**src/rtl/scan_port_defines.vh**
```
// scan_port_defines.vh: constants of the scan access port.
// assumes inclusion by bare name from the rtl files.
`ifndef SCAN_PORT_DEFINES_VH
`define SCAN_PORT_DEFINES_VH
// controller states
`define ST_RESET      4'h0
`define ST_IDLE       4'h1
`define ST_SEL_DR     4'h2
`define ST_CAP_DR     4'h3
`define ST_SHIFT_DR   4'h4
`define ST_EXIT1_DR   4'h5
`define ST_PAUSE_DR   4'h6
`define ST_EXIT2_DR   4'h7
`define ST_UPD_DR     4'h8
`define ST_SEL_IR     4'h9
`define ST_CAP_IR     4'hA
`define ST_SHIFT_IR   4'hB
`define ST_EXIT1_IR   4'hC
`define ST_PAUSE_IR   4'hD
`define ST_EXIT2_IR   4'hE
`define ST_UPD_IR     4'hF
// instruction codes
`define OP_EXTEST     3'h0
`define OP_IDCODE     3'h1
`define OP_SAMPLE     3'h2
`define OP_CLAMP      3'h3
`define OP_HIGHZ      3'h4
`define OP_BYPASS     3'h7
// fixed capture pattern for the instruction shift stage
`define IR_CAPTURE    3'h1
// widths
`define IR_W          3
`define ID_W          32
`endif

```
**src/rtl/pin_sync.v**
```verilog
// pin_sync.v: two-flop synchroniser for one asynchronous level.
// assumes the level may change at any time relative to clk.
`timescale 1ns/1ps
`default_nettype none
module pin_sync (
  input  wire clk,
  input  wire rst,
  input  wire async_in,
  output reg  sync_out
);
  reg meta_q;  // first stage, read only by the second
  // plain double register
  always @(posedge clk) begin
    if (rst) begin
      meta_q   <= 1'b0;
      sync_out <= 1'b0;
    end else begin
      meta_q   <= async_in;
      sync_out <= meta_q;
    end
  end
endmodule // pin_sync
`default_nettype wire

```
**src/rtl/tap_fsm.v**
```verilog
// tap_fsm.v: sixteen-state controller of the scan access port.
// assumes step is a one-cycle pulse at each test clock rising edge.
`timescale 1ns/1ps
`default_nettype none
`include "scan_port_defines.vh"
module tap_fsm (
  input  wire       clk,
  input  wire       rst,
  input  wire       step,
  input  wire       tms,
  output reg  [3:0] state_q
);
  reg [3:0] state_d;  // next state
  // next-state decode, taken only at a test clock rise
  always @* begin
    case (state_q)
      `ST_RESET:    state_d = tms ? `ST_RESET    : `ST_IDLE;
      `ST_IDLE:     state_d = tms ? `ST_SEL_DR   : `ST_IDLE;
      `ST_SEL_DR:   state_d = tms ? `ST_SEL_IR   : `ST_CAP_DR;
      `ST_CAP_DR:   state_d = tms ? `ST_EXIT1_DR : `ST_SHIFT_DR;
      `ST_SHIFT_DR: state_d = tms ? `ST_EXIT1_DR : `ST_SHIFT_DR;
      `ST_EXIT1_DR: state_d = tms ? `ST_UPD_DR   : `ST_PAUSE_DR;
      `ST_PAUSE_DR: state_d = tms ? `ST_EXIT2_DR : `ST_PAUSE_DR;
      `ST_EXIT2_DR: state_d = tms ? `ST_UPD_DR   : `ST_SHIFT_DR;
      `ST_UPD_DR:   state_d = tms ? `ST_SEL_DR   : `ST_IDLE;
      `ST_SEL_IR:   state_d = tms ? `ST_RESET    : `ST_CAP_IR;
      `ST_CAP_IR:   state_d = tms ? `ST_EXIT1_IR : `ST_SHIFT_IR;
      `ST_SHIFT_IR: state_d = tms ? `ST_EXIT1_IR : `ST_SHIFT_IR;
      `ST_EXIT1_IR: state_d = tms ? `ST_UPD_IR   : `ST_PAUSE_IR;
      `ST_PAUSE_IR: state_d = tms ? `ST_EXIT2_IR : `ST_PAUSE_IR;
      `ST_EXIT2_IR: state_d = tms ? `ST_UPD_IR   : `ST_SHIFT_IR;
      `ST_UPD_IR:   state_d = tms ? `ST_SEL_DR   : `ST_IDLE;
      default:      state_d = `ST_RESET;
    endcase
  end
  // state register: moves only at a rising test clock edge
  always @(posedge clk) begin
    if (rst) begin
      state_q <= `ST_RESET;
    end else if (step) begin
      state_q <= state_d;
    end
  end
endmodule // tap_fsm
`default_nettype wire

```
**src/rtl/scan_port.v**
```verilog
// scan_port.v: boundary-scan test access port, top level.
// assumes test pins are asynchronous to MCLK and the test clock is
// much slower than MCLK (at least four MCLK periods per phase).
// Notes on behaviour
// - power-up in reset state, instruction identify
// - states move on test clock rise only
// - select-data holds registers, branches on mode
// - capture-data loads selected register, then branch
// - shift-data moves selected register toward output
// - exit1-data goes to update or pause
// - pause-data holds; exit2 to update or shift
// - update-data latches outputs on falling edge
// - select-instruction branches to capture or reset
// - capture-instruction loads fixed value
// - shift-instruction shifts instruction stage
// - exit1-instruction goes to pause or update
// - pause-instruction holds; exit2 update or shift
// - instruction latched on falling edge into update
// - boundary codes 010, 000; identify 001
// - bypass codes 111, 011, 100
// - sample captures pins, shift loads boundary register
// - extest drives pins from boundary outputs
// - bypass is one stage from input to output
// - identify loads code at capture, shifts out
// - highz floats outputs; clamp holds boundary outputs
// - identify register 32 bits, selected in reset
`timescale 1ns/1ps
`default_nettype none
`include "scan_port_defines.vh"
module scan_port #(
  parameter BSR_W   = 8,            // boundary cells, one per pin
  parameter ID_CODE = 32'h0000_0001 // arbitrary value, bit 0 set
) (
  input  wire             MCLK,
  input  wire             SYS_RST,
  input  wire             TEST_CLOCK_IN,
  input  wire             TEST_RESET_N,
  input  wire             TEST_MODE_SELECT,
  input  wire             TEST_SERIAL_IN,
  output reg              TEST_SERIAL_OUT,
  output reg              TEST_SERIAL_OUT_OE_N,
  input  wire [BSR_W-1:0] PIN_IN,
  input  wire [BSR_W-1:0] CORE_OUT,
  output reg  [BSR_W-1:0] PIN_OUT,
  output reg              PIN_OE_N,
  output wire [2:0]       CURRENT_INSTR
);
  // synchronised pin levels
  wire tck_s;       // test clock after two flops
  wire trst_n_s;    // test reset after two flops
  wire tms_s;       // mode select after two flops
  wire tdi_s;       // serial input after two flops
  reg  tck_q;       // previous test clock level, edge finder
  wire tck_rise;    // one-cycle pulse per rising edge
  wire tck_fall;    // one-cycle pulse per falling edge
  wire rst_all;     // system or test reset
  wire [3:0] state; // controller state

  // shift and latch stages
  reg  [`IR_W-1:0] ir_shift_q;  // instruction shift stage
  reg  [`IR_W-1:0] ir_q;        // current instruction
  reg  [`ID_W-1:0] id_shift_q;  // identification shift stage
  reg  [`ID_W-1:0] id_latch_q;  // identification latched output
  reg  [BSR_W-1:0] bsr_shift_q; // boundary shift stage
  reg  [BSR_W-1:0] bsr_latch_q; // boundary latched output
  reg              byp_q;       // one-bit bypass stage
  reg  [1:0]       sel_d;       // data register picked now

  localparam SEL_BSR = 2'h0;  // boundary register
  localparam SEL_ID  = 2'h1;  // identification register
  localparam SEL_BYP = 2'h2;  // bypass register

  // pin synchronisers; each test pin input passes two flops first
  pin_sync u_tck (.clk(MCLK), .rst(SYS_RST), .async_in(TEST_CLOCK_IN),
                  .sync_out(tck_s));
  pin_sync u_trst (.clk(MCLK), .rst(SYS_RST), .async_in(TEST_RESET_N),
                   .sync_out(trst_n_s));
  pin_sync u_tms (.clk(MCLK), .rst(SYS_RST), .async_in(TEST_MODE_SELECT),
                  .sync_out(tms_s));
  pin_sync u_tdi (.clk(MCLK), .rst(SYS_RST), .async_in(TEST_SERIAL_IN),
                  .sync_out(tdi_s));

  // test reset is sampled like any pin; its effect is immediate
  // on the next MCLK edge, which is asynchronous to the test clock
  assign rst_all = SYS_RST | ~trst_n_s;

  // edge finder on the synchronised test clock
  always @(posedge MCLK) begin
    if (SYS_RST) begin
      tck_q <= 1'b0;
    end else begin
      tck_q <= tck_s;
    end
  end
  assign tck_rise = tck_s & ~tck_q;
  assign tck_fall = ~tck_s & tck_q;

  // controller
  tap_fsm u_fsm (
    .clk     (MCLK),
    .rst     (rst_all),
    .step    (tck_rise),
    .tms     (tms_s),
    .state_q (state)
  );

  // instruction decode, used by the data path and the output mux
  function [1:0] pick_reg;
    input [2:0] op;
    begin
      case (op)
        `OP_SAMPLE, `OP_EXTEST: pick_reg = SEL_BSR;
        `OP_IDCODE:             pick_reg = SEL_ID;
        default:                pick_reg = SEL_BYP;
      endcase
    end
  endfunction

  // identification register is also selected in the reset state
  always @* begin
    if (state == `ST_RESET) begin
      sel_d = SEL_ID;
    end else begin
      sel_d = pick_reg(ir_q);
    end
  end

  assign CURRENT_INSTR = ir_q;

  // instruction shift stage, moves on test clock rise
  always @(posedge MCLK) begin
    if (rst_all) begin
      ir_shift_q <= `IR_CAPTURE;
    end else if (tck_rise) begin
      if (state == `ST_CAP_IR) begin
        ir_shift_q <= `IR_CAPTURE;
      end else if (state == `ST_SHIFT_IR) begin
        ir_shift_q <= {tdi_s, ir_shift_q[`IR_W-1:1]};
      end
    end
  end

  // current instruction, latched on the falling edge in update
  always @(posedge MCLK) begin
    if (rst_all) begin
      ir_q <= `OP_IDCODE;
    end else if (state == `ST_RESET) begin
      ir_q <= `OP_IDCODE;
    end else if (tck_fall && state == `ST_UPD_IR) begin
      ir_q <= ir_shift_q;
    end
  end

  // data registers: capture and shift on test clock rise
  always @(posedge MCLK) begin
    if (rst_all) begin
      id_shift_q  <= {`ID_W{1'b0}};
      bsr_shift_q <= {BSR_W{1'b0}};
      byp_q       <= 1'b0;
    end else if (tck_rise) begin
      if (state == `ST_CAP_DR) begin
        case (sel_d)
          SEL_ID:  id_shift_q  <= ID_CODE;
          SEL_BSR: bsr_shift_q <= PIN_IN;
          default: byp_q       <= 1'b0;
        endcase
      end else if (state == `ST_SHIFT_DR) begin
        case (sel_d)
          SEL_ID:  id_shift_q  <= {tdi_s, id_shift_q[`ID_W-1:1]};
          SEL_BSR: bsr_shift_q <= {tdi_s, bsr_shift_q[BSR_W-1:1]};
          default: byp_q       <= tdi_s;
        endcase
      end
      // other states hold every stage (pause, exits, selects)
    end
  end

  // latched outputs, copied on the falling edge in update-data
  always @(posedge MCLK) begin
    if (rst_all) begin
      id_latch_q  <= ID_CODE;
      bsr_latch_q <= {BSR_W{1'b0}};
    end else if (tck_fall && state == `ST_UPD_DR) begin
      case (sel_d)
        SEL_ID:  id_latch_q  <= id_shift_q;
        SEL_BSR: bsr_latch_q <= bsr_shift_q;
        default: id_latch_q  <= id_latch_q;
      endcase
    end
  end

  // serial output changes on the falling edge, as scan masters expect
  always @(posedge MCLK) begin
    if (rst_all) begin
      TEST_SERIAL_OUT      <= 1'b0;
      TEST_SERIAL_OUT_OE_N <= 1'b1;
    end else if (tck_fall) begin
      TEST_SERIAL_OUT_OE_N <= ~((state == `ST_SHIFT_DR) || (state == `ST_SHIFT_IR));
      if (state == `ST_SHIFT_IR) begin
        TEST_SERIAL_OUT <= ir_shift_q[0];
      end else begin
        case (sel_d)
          SEL_ID:  TEST_SERIAL_OUT <= id_shift_q[0];
          SEL_BSR: TEST_SERIAL_OUT <= bsr_shift_q[0];
          default: TEST_SERIAL_OUT <= byp_q;
        endcase
      end
    end
  end

  // pin drive: functional path unless a test instruction owns the pins
  // only the system reset clears it; a test reset must not disturb the
  // functional outputs, and identify in reset passes the core through
  always @(posedge MCLK) begin
    if (SYS_RST) begin
      PIN_OUT  <= {BSR_W{1'b0}};
      PIN_OE_N <= 1'b0;
    end else begin
      case (ir_q)
        `OP_EXTEST, `OP_CLAMP: begin
          PIN_OUT  <= bsr_latch_q;
          PIN_OE_N <= 1'b0;
        end
        `OP_HIGHZ: begin
          PIN_OUT  <= bsr_latch_q;
          PIN_OE_N <= 1'b1;
        end
        default: begin
          PIN_OUT  <= CORE_OUT;    // normal operation keeps running
          PIN_OE_N <= 1'b0;
        end
      endcase
    end
  end
endmodule // scan_port
`default_nettype wire

```
**config.mk**
```make
export PLATFORM = sky130hd
export DESIGN_NAME = scan_port
export DESIGN_NICKNAME = d
export VERILOG_FILES = /design/src/rtl/pin_sync.v /design/src/rtl/tap_fsm.v /design/src/rtl/scan_port.v
export VERILOG_INCLUDE_DIRS = /design/src /design/src/rtl
export SDC_FILE = /design/constraint.sdc
export NUM_CORES = 1
export LEC_CHECK = 0
export ABC_AREA = 1
export BUFFER_PORTS_ARGS = -buffer_cell sky130_fd_sc_hd__buf_2
export CAP_MARGIN = 20
export CORE_MARGIN = 3
export CORE_UTILIZATION = 52
export CTS_CLUSTER_SIZE = 30
export DETAILED_ROUTE_END_ITERATION = 8
export PLACE_DENSITY_LB_ADDON = 0.3
export SLEW_MARGIN = 25
export SYNTH_ARGS = -nofsm -noshare
export SYNTH_HDL_FRONTEND = slang
export SYNTH_SLANG_ARGS = --single-unit
```
**constraint.sdc**
```tcl
create_clock -name MCLK -period 1.4 [get_ports MCLK]
set_input_delay 0.28 -clock MCLK [delete_from_list [all_inputs] [get_ports MCLK]]
set_output_delay 0.28 -clock MCLK [all_outputs]
set_load 0.05 [all_outputs]
```
==> reports/qor.txt, run 1 <==
Worst R2R End = id_shift_q[6]
Logic pwr share = 4.1%
Max IR drop VDD = 1.05 mV
final hold viol count = 0
Power Density = 968 nW/um^2
Layout Utilization = 68.8%
leakage power = 1.77 nW
H-tree levels = 3
Setup CP Type = flop to flop
critical path capture point type = flop
final worst-path cycle share = 106%
# rows = 28
dpl hpwl = 5040 um
max-slew violation count = 0
Fin Clk Skew = 0.0110 ns
1st-iter DRT viols = 167
r2r setup slk = -0.08 ns
compound-gate portion of the synthesized area = 12.2%
Synth Warn # = 0
simple-gate portion of the synthesized area = 32.2%
Pre-antenna DRT Iters = 7
switching share of power = 24.5%
Slew @ Worst Pin = 0.308 ns
fin crit period = 1.48 ns
GRT Util Overall = 21.1%
pin count of the biggest net entering global routing = 32
Ports = 36
Setup Viol. Count Final = 41
reg2reg path depth = 9
number of synthesized register bits = 79
Synth area leader = dfxtp_1
Req. time, crit path = 1.69 ns
Sw Pwr = 0.000982 W
multiplexer share of the synthesized area = 0%
clock share of power = 39.4%
clock root cell = clkbuf_8
final design area excluding fillers = 4150 sq um
CP startpoint kind = flop
Slew headroom = 79.5%
share of cells above drive strength 1 = 26.4%
grt total ovfl = 0
port buffer count = 35
smallest hold slack = 0.121 ns
max-cap check violation count = 0
clock buffer depth = 2
initial antenna violation count = 0
largest family of logic cells by synthesized area = simple AND/OR/NAND/NOR gates
CTS tree = built
initial core utilization = 54.9%
first-pass GRT wire length = 12500 um
Post-Route WL = 7510 um
Max FO, Critical Path = 12
syn_nets = 478
synthesized instance count = 456
Seq/Total Area, Yosys = 47.8%
Int Pwr = 0.00303 W
Total Die Area = 7360 sq um
Final ANT Viol Nets = 0
die width = 85.8 um
worst setup path endpoint = id_shift_q[6]
Synth area leaders = dfxtp_1 (48%), nand2_1 (13%), a21oi_1 (8.2%), nor2_1 (6.9%), nand3_1 (6.5%)
number of CTS-inserted buffers = 9
Hold-fix buffers, CTS = 0
diode count = 0
min setup slack post-route = -0.0829 ns
status = finished, violations left
clk_lat worst skew = 0.36 ns
vias in the first global route = 2904
R2R Path Start = u_fsm.state_q[0]
Layout Area Growth over Synthesis = 25.2%
critical path arrival = 1.77 ns
via-per-instance ratio = 5.17
routed via count = 3126
routability cong. = 0.951
max frequency = 0.674 GHz
violated checks = setup timing
Die H = 85.8 um
Residual DRC = 0
layout net count = 547
Clk pin slew, worst setup/hold paths = 0.09 ns
WL per Instance = 12.4 um
min-delay worst type = input pin to flop
CTS sink count = 79
area share of the largest cell type after synthesis = 47.8%
unrepaired setup endpoints after global routing = true
Mapped Area = 3310 sq um
Unique masters post-synth = 25
dpl cell area = 3760 sq um
CP startpoint = u_fsm.state_q[0]
adder-cell share of the synthesized area = 0%
Post-Synth XOR/XNOR Area = 0%
sequential fraction of design power = 56.5%
Post-Synthesis Mean Instance Area = 7.26 sq um
core area = 6030 sq um
synthesized netlist by cell type:
cell	n
buf_1	1
a21boi_0	1
nand4_1	1
nand3b_1	1
nand2_4	4
buf_6	6
o21ai_1	1
a21oi_1	54
nor2_1	61
nor2_4	3
clkinv_1	2
nand2_2	3
clkbuf_1	5
inv_1	31
inv_2	4
buf_2	6
o21ai_0	23
nor2_2	2
o21a_1	1
nor3_1	2
nand3_1	43
nand2_1	119
nand3_2	2
dfxtp_1	79
nor2_8	1
sequential cells by signal, indices dropped and copies added (netlist names), 3 cells and up:
register       cells
id_shift_q        32
PIN_OUT            8
ir_shift_q         3
u_fsm.state_q      4
bsr_latch_q        8
bsr_shift_q        8
CURRENT_INSTR      3
metal layers:
metal / vias to the layer above / track usage [%] / wire (um) / share of wire (%)
li1: 1609 / - / - / -
met1: 1416 / 25.3 / 3250 / 43
met2: 84 / 36.1 / 3750 / 50
met3: 17 / 5.96 / 366 / 4.9
met4: 0 / 7.34 / 140 / 1.9
met5: - / 0 / 0 / 0
layout make-up:
cell class | count | area, sq um
Clock buffer | 10 | 138
Multi-Input combinational cell | 322 | 1560
Timing Repair Buffer | 76 | 552
Inverter | 37 | 158
Fill cell | 510 | 1880
Tap cell | 75 | 93.8
Sequential cell | 79 | 1600
Clock inverter | 6 | 48.8
metrics by stage:
step	instances	total power, W	setup WS (ns)	setup TNS (ns)
global placement	582	0.00248	-0.0770	-2.30
detailed placement	582	0.00249	-0.155	-5.06
finish	605	0.00401	-0.0829	-1.66
floorplan	456	0.00242	0.00365	0
global route	605	0.00416	-0.174	-6.49
CTS	603	0.00406	-0.0749	-1.36
logic make-up (layout without fill, tap and decap cells):
| family | count (synthesis) | in the layout |
|---|---|---|
| flip-flops | 79 | 79 |
| AO/OA/AOI/OAI | 80 | 80 |
| AND/OR/NAND/NOR | 242 | 242 |
| buffers and inverters | 55 | 129 |
worst min path at each step:
stage | startpoint | end | cells past startpoint
CTS | TEST_MODE_SELECT | u_tms.meta_q | 3
global route | TEST_MODE_SELECT | u_tms.meta_q | 3
finish | TEST_MODE_SELECT | u_tms.meta_q | 3
global placement | u_trst.meta_q | u_trst.sync_out | 2
floorplan | TEST_CLOCK_IN | u_tck.meta_q | 2
detailed placement | u_tdi.meta_q | u_tdi.sync_out | 2
worst max-delay path: stages, from the launching register on:
cell and delay (ns):
dfxtp_2 0.33, buf_6 0.12, nor2_4 0.15, nand2_2 0.10, nand2_4 0.08, nand2_4 0.07, nor2_8 0.17, clkbuf_16 0.19
nand3_1 0.07, a21oi_1 0.13
placed cells by master, fill, tap and decap left out, types with 3 or more instances in the layout:
cell type    n
nand2_1    117
dfxtp_1     72
nor2_1      56
a21oi_1     51
nand3_1     40
buf_2       35
buf_4       31
inv_1       26
o21ai_0     18
clkbuf_8    10
buf_6        7
nor2_4       6
nand2_4      5
inv_2        5
dfxtp_4      4
nand2_2      4
nor2_2       4
o21ai_1      4
inv_4        4
dfxtp_2      3
nand3_2      3
inv_6        3
a21oi_2      3
power by group through the flow:
| stage | Clock, W | Sequential (W) | Combinational [W] |
|---|---|---|---|
| 6_report | 0.00158 | 0.00227 | 0.000165 |
| 5_1_grt | 0.00171 | 0.00227 | 0.000179 |
| 4_1_cts | 0.00163 | 0.00227 | 0.000162 |
| 3_5_place_dp | 0 | 0.00232 | 0.000160 |
| 3_3_place_gp | 0 | 0.00232 | 0.000157 |
| 2_1_floorplan | 0 | 0.00237 | 0.0000530 |
what timing repair did:
| action | 4_1_cts | 5_1_grt |
|---|---|---|
| endpoints found under the setup margin | 49 | 56 |
| resized for setup | 24 | 25 |
| pin swaps | 5 | 3 |
| gates cloned | 0 | 1 |
| buffers inserted | 6 | 1 |
Power figures use the tool's default switching activity.
==> run 2, diff against run 1 <==
CORE_ASPECT_RATIO = 0.6   (was unset)
==> reports/qor.txt, run 2 (same netlist as run 1, synthesis figures left out) <==
slowest stage cell, crit path = dfxtp_4
CTS tree = built
Final ANT Viol Nets = 0
first-pass GRT wire length = 12600 um
number of CTS-inserted buffers = 9
routed via count = 3095
port buffer count = 35
Total Die Area = 7390 sq um
commonest non-fill, non-tap cell in the layout = nand2_1
placed insts = 585
status = finished, violations left
Power Density = 1010 nW/um^2
critical path capture point type = flop
final hold viol count = 0
Crit path largest cell delay = 0.39 ns
max frequency = 0.713 GHz
Max IR drop VDD = 0.731 mV
vias in the first global route = 2810
violated checks = setup timing
fin cells = 603
pin count of the biggest net entering global routing = 40
critical path arrival = 1.66 ns
fin crit period = 1.40 ns
H-tree levels = 3
max reg flops = 32
CP startpoint kind = flop
die width = 109 um
initial antenna violation count = 0
Max FO, Critical Path = 19
core area = 5860 sq um
clk_lat worst skew = 0.36 ns
WL per Instance = 12.8 um
Slew @ Worst Pin = 0.423 ns
Req. time, crit path = 1.66 ns
multi-input logic area = 1540 sq um
max-cap check violation count = 0
Layout Area Growth over Synthesis = 24.8%
Ports = 36
Residual DRC = 0
r2r setup slk = -0.003 ns
share of cells above drive strength 1 = 25.4%
max-slew violation count = 0
1st-iter DRT viols = 249
commonest cells after routing, fill and taps aside = nand2_1 (116), dfxtp_1 (72), nor2_1 (52)
Slew headroom = 71.8%
smallest hold slack = 0.120 ns
dpl hpwl = 5160 um
layout net count = 540
critical path's top delay family = simple AND/OR/NAND/NOR gates
leakage power = 1.76 nW
Pre-antenna DRT Iters = 5
grt total ovfl = 0
min setup slack post-route = -0.00298 ns
Most flops, register = id_shift_q
WP buf/inv = 3
Clk pin slew, worst setup/hold paths = 0.08 ns
Die H = 67.8 um
CTS sink count = 79
Filler Cell Count = 463
Post-Route WL = 7710 um
clock root cell = clkbuf_8
Register Area = 1600 sq um
diode count = 0
final worst-path cycle share = 100%
initial core utilization = 56.5%
unrepaired setup endpoints after global routing = true
routability cong. = 0.937
via-per-instance ratio = 5.13
GRT Util Overall = 22.0%
Cell Chain, Critical Path = inv_2 -> nor2_2 -> nand2_2 -> nand2_4 -> nand2_4 -> nor2_8 -> inv_2 -> buf_12 -> nand2_1 -> a21oi_2
Fin Clk Skew = 0.00624 ns
min-delay worst type = input pin to flop
Setup CP Type = flop to flop
clock buffer depth = 2
# rows = 21
Setup Viol. Count Final = 2
[run 2: area by class of cell]
class                   instances  share of cell area [%]
flip-flops and latches         79                    38.7
clock buffers                  10                    3.33
multi-input cells             322                    37.3
clock inverters                 6                    1.61
inverters                      37                    3.51
repair buffers                 69                    13.2
well taps                      80                    2.42
[run 2: worst paths after layout]
path / endpoint / from / depth (start not counted)
setup / recovery: id_shift_q[15] / u_fsm.state_q[2] / 10
setup reg to reg: id_shift_q[15] / u_fsm.state_q[2] / 10
hold reg to reg: u_trst.sync_out / u_trst.meta_q / 2
hold / removal: u_tdi.meta_q / TEST_SERIAL_IN / 3
[run 2: report_power, final]
part / switching [W] / total (W) / internal [W]
registers: 0.00000855 / 0.00227 / 0.00226
logic: 0.000107 / 0.000161 / 0.0000539
clock network: 0.000851 / 0.00174 / 0.000885
[run 2: stage by stage]
| step | area, sq um | TNS, ns | utilization (%) | power [W] | setup WS, ns |
|---|---|---|---|---|---|
| final | 4130 | -0.00371 | 70.5 | 0.00417 | -0.00298 |
| after global routing | 4130 | -3.16 | 70.5 | 0.00433 | -0.103 |
| after CTS | 4030 | 0 | 68.7 | 0.00421 | 0.00364 |
| after detailed placement | 3810 | -1.13 | 65.1 | 0.00248 | -0.125 |
| after global placement | 3810 | -0.119 | 65.1 | 0.00248 | -0.0308 |
| after floorplan | 3330 | 0 | - | 0.00242 | 0.00365 |
[run 2: repair_timing]
action,4_1_cts,5_1_grt
hold buffers,0,0
setup buffers,0,1
cloned,0,1
pin swaps,0,7
endpoints found under the setup margin,33,66
gates resized for setup,5,29
[run 2: metal layers]
layer | part of all wire (%) | wire, um | track usage (%)
met2 | 43 | 3350 | 33.3
met4 | 1.8 | 135 | 8.03
met1 | 47 | 3640 | 29.3
met5 | 0 | 0 | 0
met3 | 7.5 | 579 | 7.26
[run 2: worst register-to-register path, delay by kind of cell (launching register included)]
family	cells	cell delay [ns]
flip-flops	1	0.39
AO/OA/AOI/OAI	1	0.05
AND/OR/NAND/NOR	6	0.57
buffers and inverters	3	0.28
==> run 3, diff against run 2 <==
SYNTH_HIERARCHICAL = 1   (was unset)
==> reports/qor.txt, run 3 <==
placed insts = 561
CTS sink count = 79
fin crit period = 1.45 ns
initial core utilization = 56.4%
Residual DRC = 0
clk_lat worst skew = 0.35 ns
Layout Area Growth over Synthesis = 21.3%
diode count = 0
initial antenna violation count = 0
Synth area leaders = dfxtp_1 (48%), nand2_1 (12%), a21oi_1 (7.8%), nand3_1 (6.8%), nor2_1 (5.5%)
layout net count = 521
Post-Route Setup TNS = -0.155 ns
commonest non-fill, non-tap cell in the layout = nand2_1
syn_nets = 470
clock root cell = clkbuf_8
met1 WL = 3680 um
Seq/Total Area, Yosys = 48.1%
Final ANT Viol Nets = 0
reg2reg path depth = 7
Setup CP Type = flop to flop
final hold viol count = 0
violated checks = setup timing
Max FO, Critical Path = 9
Worst R2R End = bsr_shift_q[0]
multi-input logic area = 1530 sq um
1st-iter DRT viols = 225
r2r setup slk = -0.05 ns
Clk pin slew, worst setup/hold paths = 0.08 ns
H-tree levels = 3
GRT Util Overall = 22.4%
Pre-antenna DRT Iters = 5
Unique masters post-synth = 28
Worst Setup Slack post-DPL = -0.0766 ns
Slew @ Worst Pin = 0.281 ns
port buffer count = 35
routability cong. = 0.948
via-per-instance ratio = 5.34
metal3 WL = 523 um
leakage power = 1.62 nW
Register Area = 1600 sq um
# rows = 21
min setup slack post-route = -0.0524 ns
CP startpoint kind = flop
DR top layer = met4
share of cells above drive strength 1 = 23.2%
Fin Clk Skew = 0.0115 ns
commonest cells in the netlist = nand2_1 (103), dfxtp_1 (79), a21oi_1 (51)
max-cap check violation count = 0
worst setup path endpoint = bsr_shift_q[0]
core area = 5830 sq um
Die H = 67.6 um
first-pass GRT wire length = 12900 um
final worst-path cycle share = 104%
Req. time, crit path = 1.68 ns
Met2 Wirelength = 3490 um
WL per Instance = 13.3 um
max frequency = 0.689 GHz
Post-Route WL = 7770 um
critical path arrival = 1.73 ns
most common cell in the netlist = nand2_1
Post-Synthesis Mean Instance Area = 7.34 sq um
Layout Utilization = 68.4%
Power Density = 1060 nW/um^2
min-delay worst type = input pin to flop
Synth Warn # = 6
Filler Cell Count = 492
die width = 109 um
fin cells = 584
CTS tree = built
R2R Path Start = u_fsm/state_q[0]
dpl hpwl = 5060 um
most common flop cell mapped by yosys = dfxtp_1
vias in the first global route = 2873
Mapped Area = 3290 sq um
Ports = 36
max reg flops = 32
dpl cell area = 3630 sq um
final design area excluding fillers = 3990 sq um
Slew headroom = 81.3%
commonest cells after routing, fill and taps aside = nand2_1 (100), dfxtp_1 (72), a21oi_1 (51)
Synth area leader = dfxtp_1
Setup Viol. Count Final = 11
max-slew violation count = 0
grt total ovfl = 0
Post-synth EDFFs = 0
critical path capture point type = flop
clock buffer depth = 2
routed via count = 3116
number of synthesized register bits = 79
CP startpoint = u_fsm/state_q[0]
Max IR drop VDD = 0.613 mV
Hold-fix buffers, CTS = 0
unrepaired setup endpoints after global routing = true
pin count of the biggest net entering global routing = 38
Most flops, register = id_shift_q
Total Die Area = 7340 sq um
synthesized instance count = 448
number of CTS-inserted buffers = 9
Async S/R FF share, synth = 0%
status = finished, violations left
area share of the largest cell type after synthesis = 48.1%
run 3: cell count changes in the layout (fill, tap and decap cells not counted), moves of 3 or more:
cell	delta
nand2_1	-16
nor3_1	+8
inv_1	-3
buf_4	-10
nor2_2	-4
o21ai_1	+6
o21ai_0	+3
nor2_1	-6
run 3: power by group:
part / internal (W) / leakage, nW / total, W / switching (W)
Clock: 0.000937 / 0.107 / 0.00180 / 0.000862
Sequential: 0.00226 / 0.644 / 0.00227 / 0.00000816
Combinational: 0.0000587 / 0.865 / 0.000168 / 0.000110
run 3: cell type report:
cell class	instances	area share, %
Timing Repair inverter	1	0.125
Inverter	34	3.39
Multi-Input combinational cell	317	38.2
Clock inverter	5	1.60
Sequential cell	79	40.1
Tap cell	80	2.51
Timing Repair Buffer	57	10.3
Clock buffer	11	3.80
run 3: cell families after synthesis:
group           count (synthesis)  share of synthesized area, %
flops                          79                          48.1
buf+inv                        53                          7.57
compound gates                 87                          13.6
simple gates                  229                          30.7
run 3: how the worst min path moves through the flow:
| stage | start | endpoint | slack [ns] | cells past startpoint |
|---|---|---|---|---|
| 3_3_place_gp | u_tdi/meta_q | u_tdi/sync_out | 0.39 | 2 |
| 6_report | TEST_RESET_N | u_trst/meta_q | 0.12 | 3 |
| 3_5_place_dp | u_tdi/meta_q | u_tdi/sync_out | 0.39 | 2 |
| 5_1_grt | TEST_RESET_N | u_trst/meta_q | 0.10 | 3 |
| 2_1_floorplan | SYS_RST | u_tck/meta_q | 0.35 | 1 |
| 4_1_cts | TEST_RESET_N | u_trst/meta_q | 0.11 | 3 |
run 3: routing by layer:
| metal | track usage [%] | vias to the layer above |
|---|---|---|
| li1 | - | 1568 |
| met1 | 28.9 | 1422 |
| met2 | 36.0 | 113 |
| met3 | 7.64 | 13 |
| met4 | 6.61 | 0 |
| met5 | 0 | - |
run 3: stage by stage:
step,hold WS [ns],total power (W)
after global routing,0.102,0.00440
after floorplan,0.351,0.00242
after global placement,0.391,0.00248
after detailed placement,0.394,0.00249
final,0.123,0.00424
after CTS,0.107,0.00425
run 3: worst max-delay path, stage by stage (launching register included):
cell and delay (ns):
dfxtp_2 0.36, nor2_4 0.18, nand2_2 0.14, nand2_2 0.14
nand2_4 0.11, nor2_4 0.20, o21ai_0 0.10, nor2_1 0.15
run 3: timing repair:
item                       in CTS  in global routing
pin swaps                       5                  3
gates resized for setup        14                 19
setup endpoints to repair      50                 55
setup buffers                   2                  3
gates cloned                    1                  1
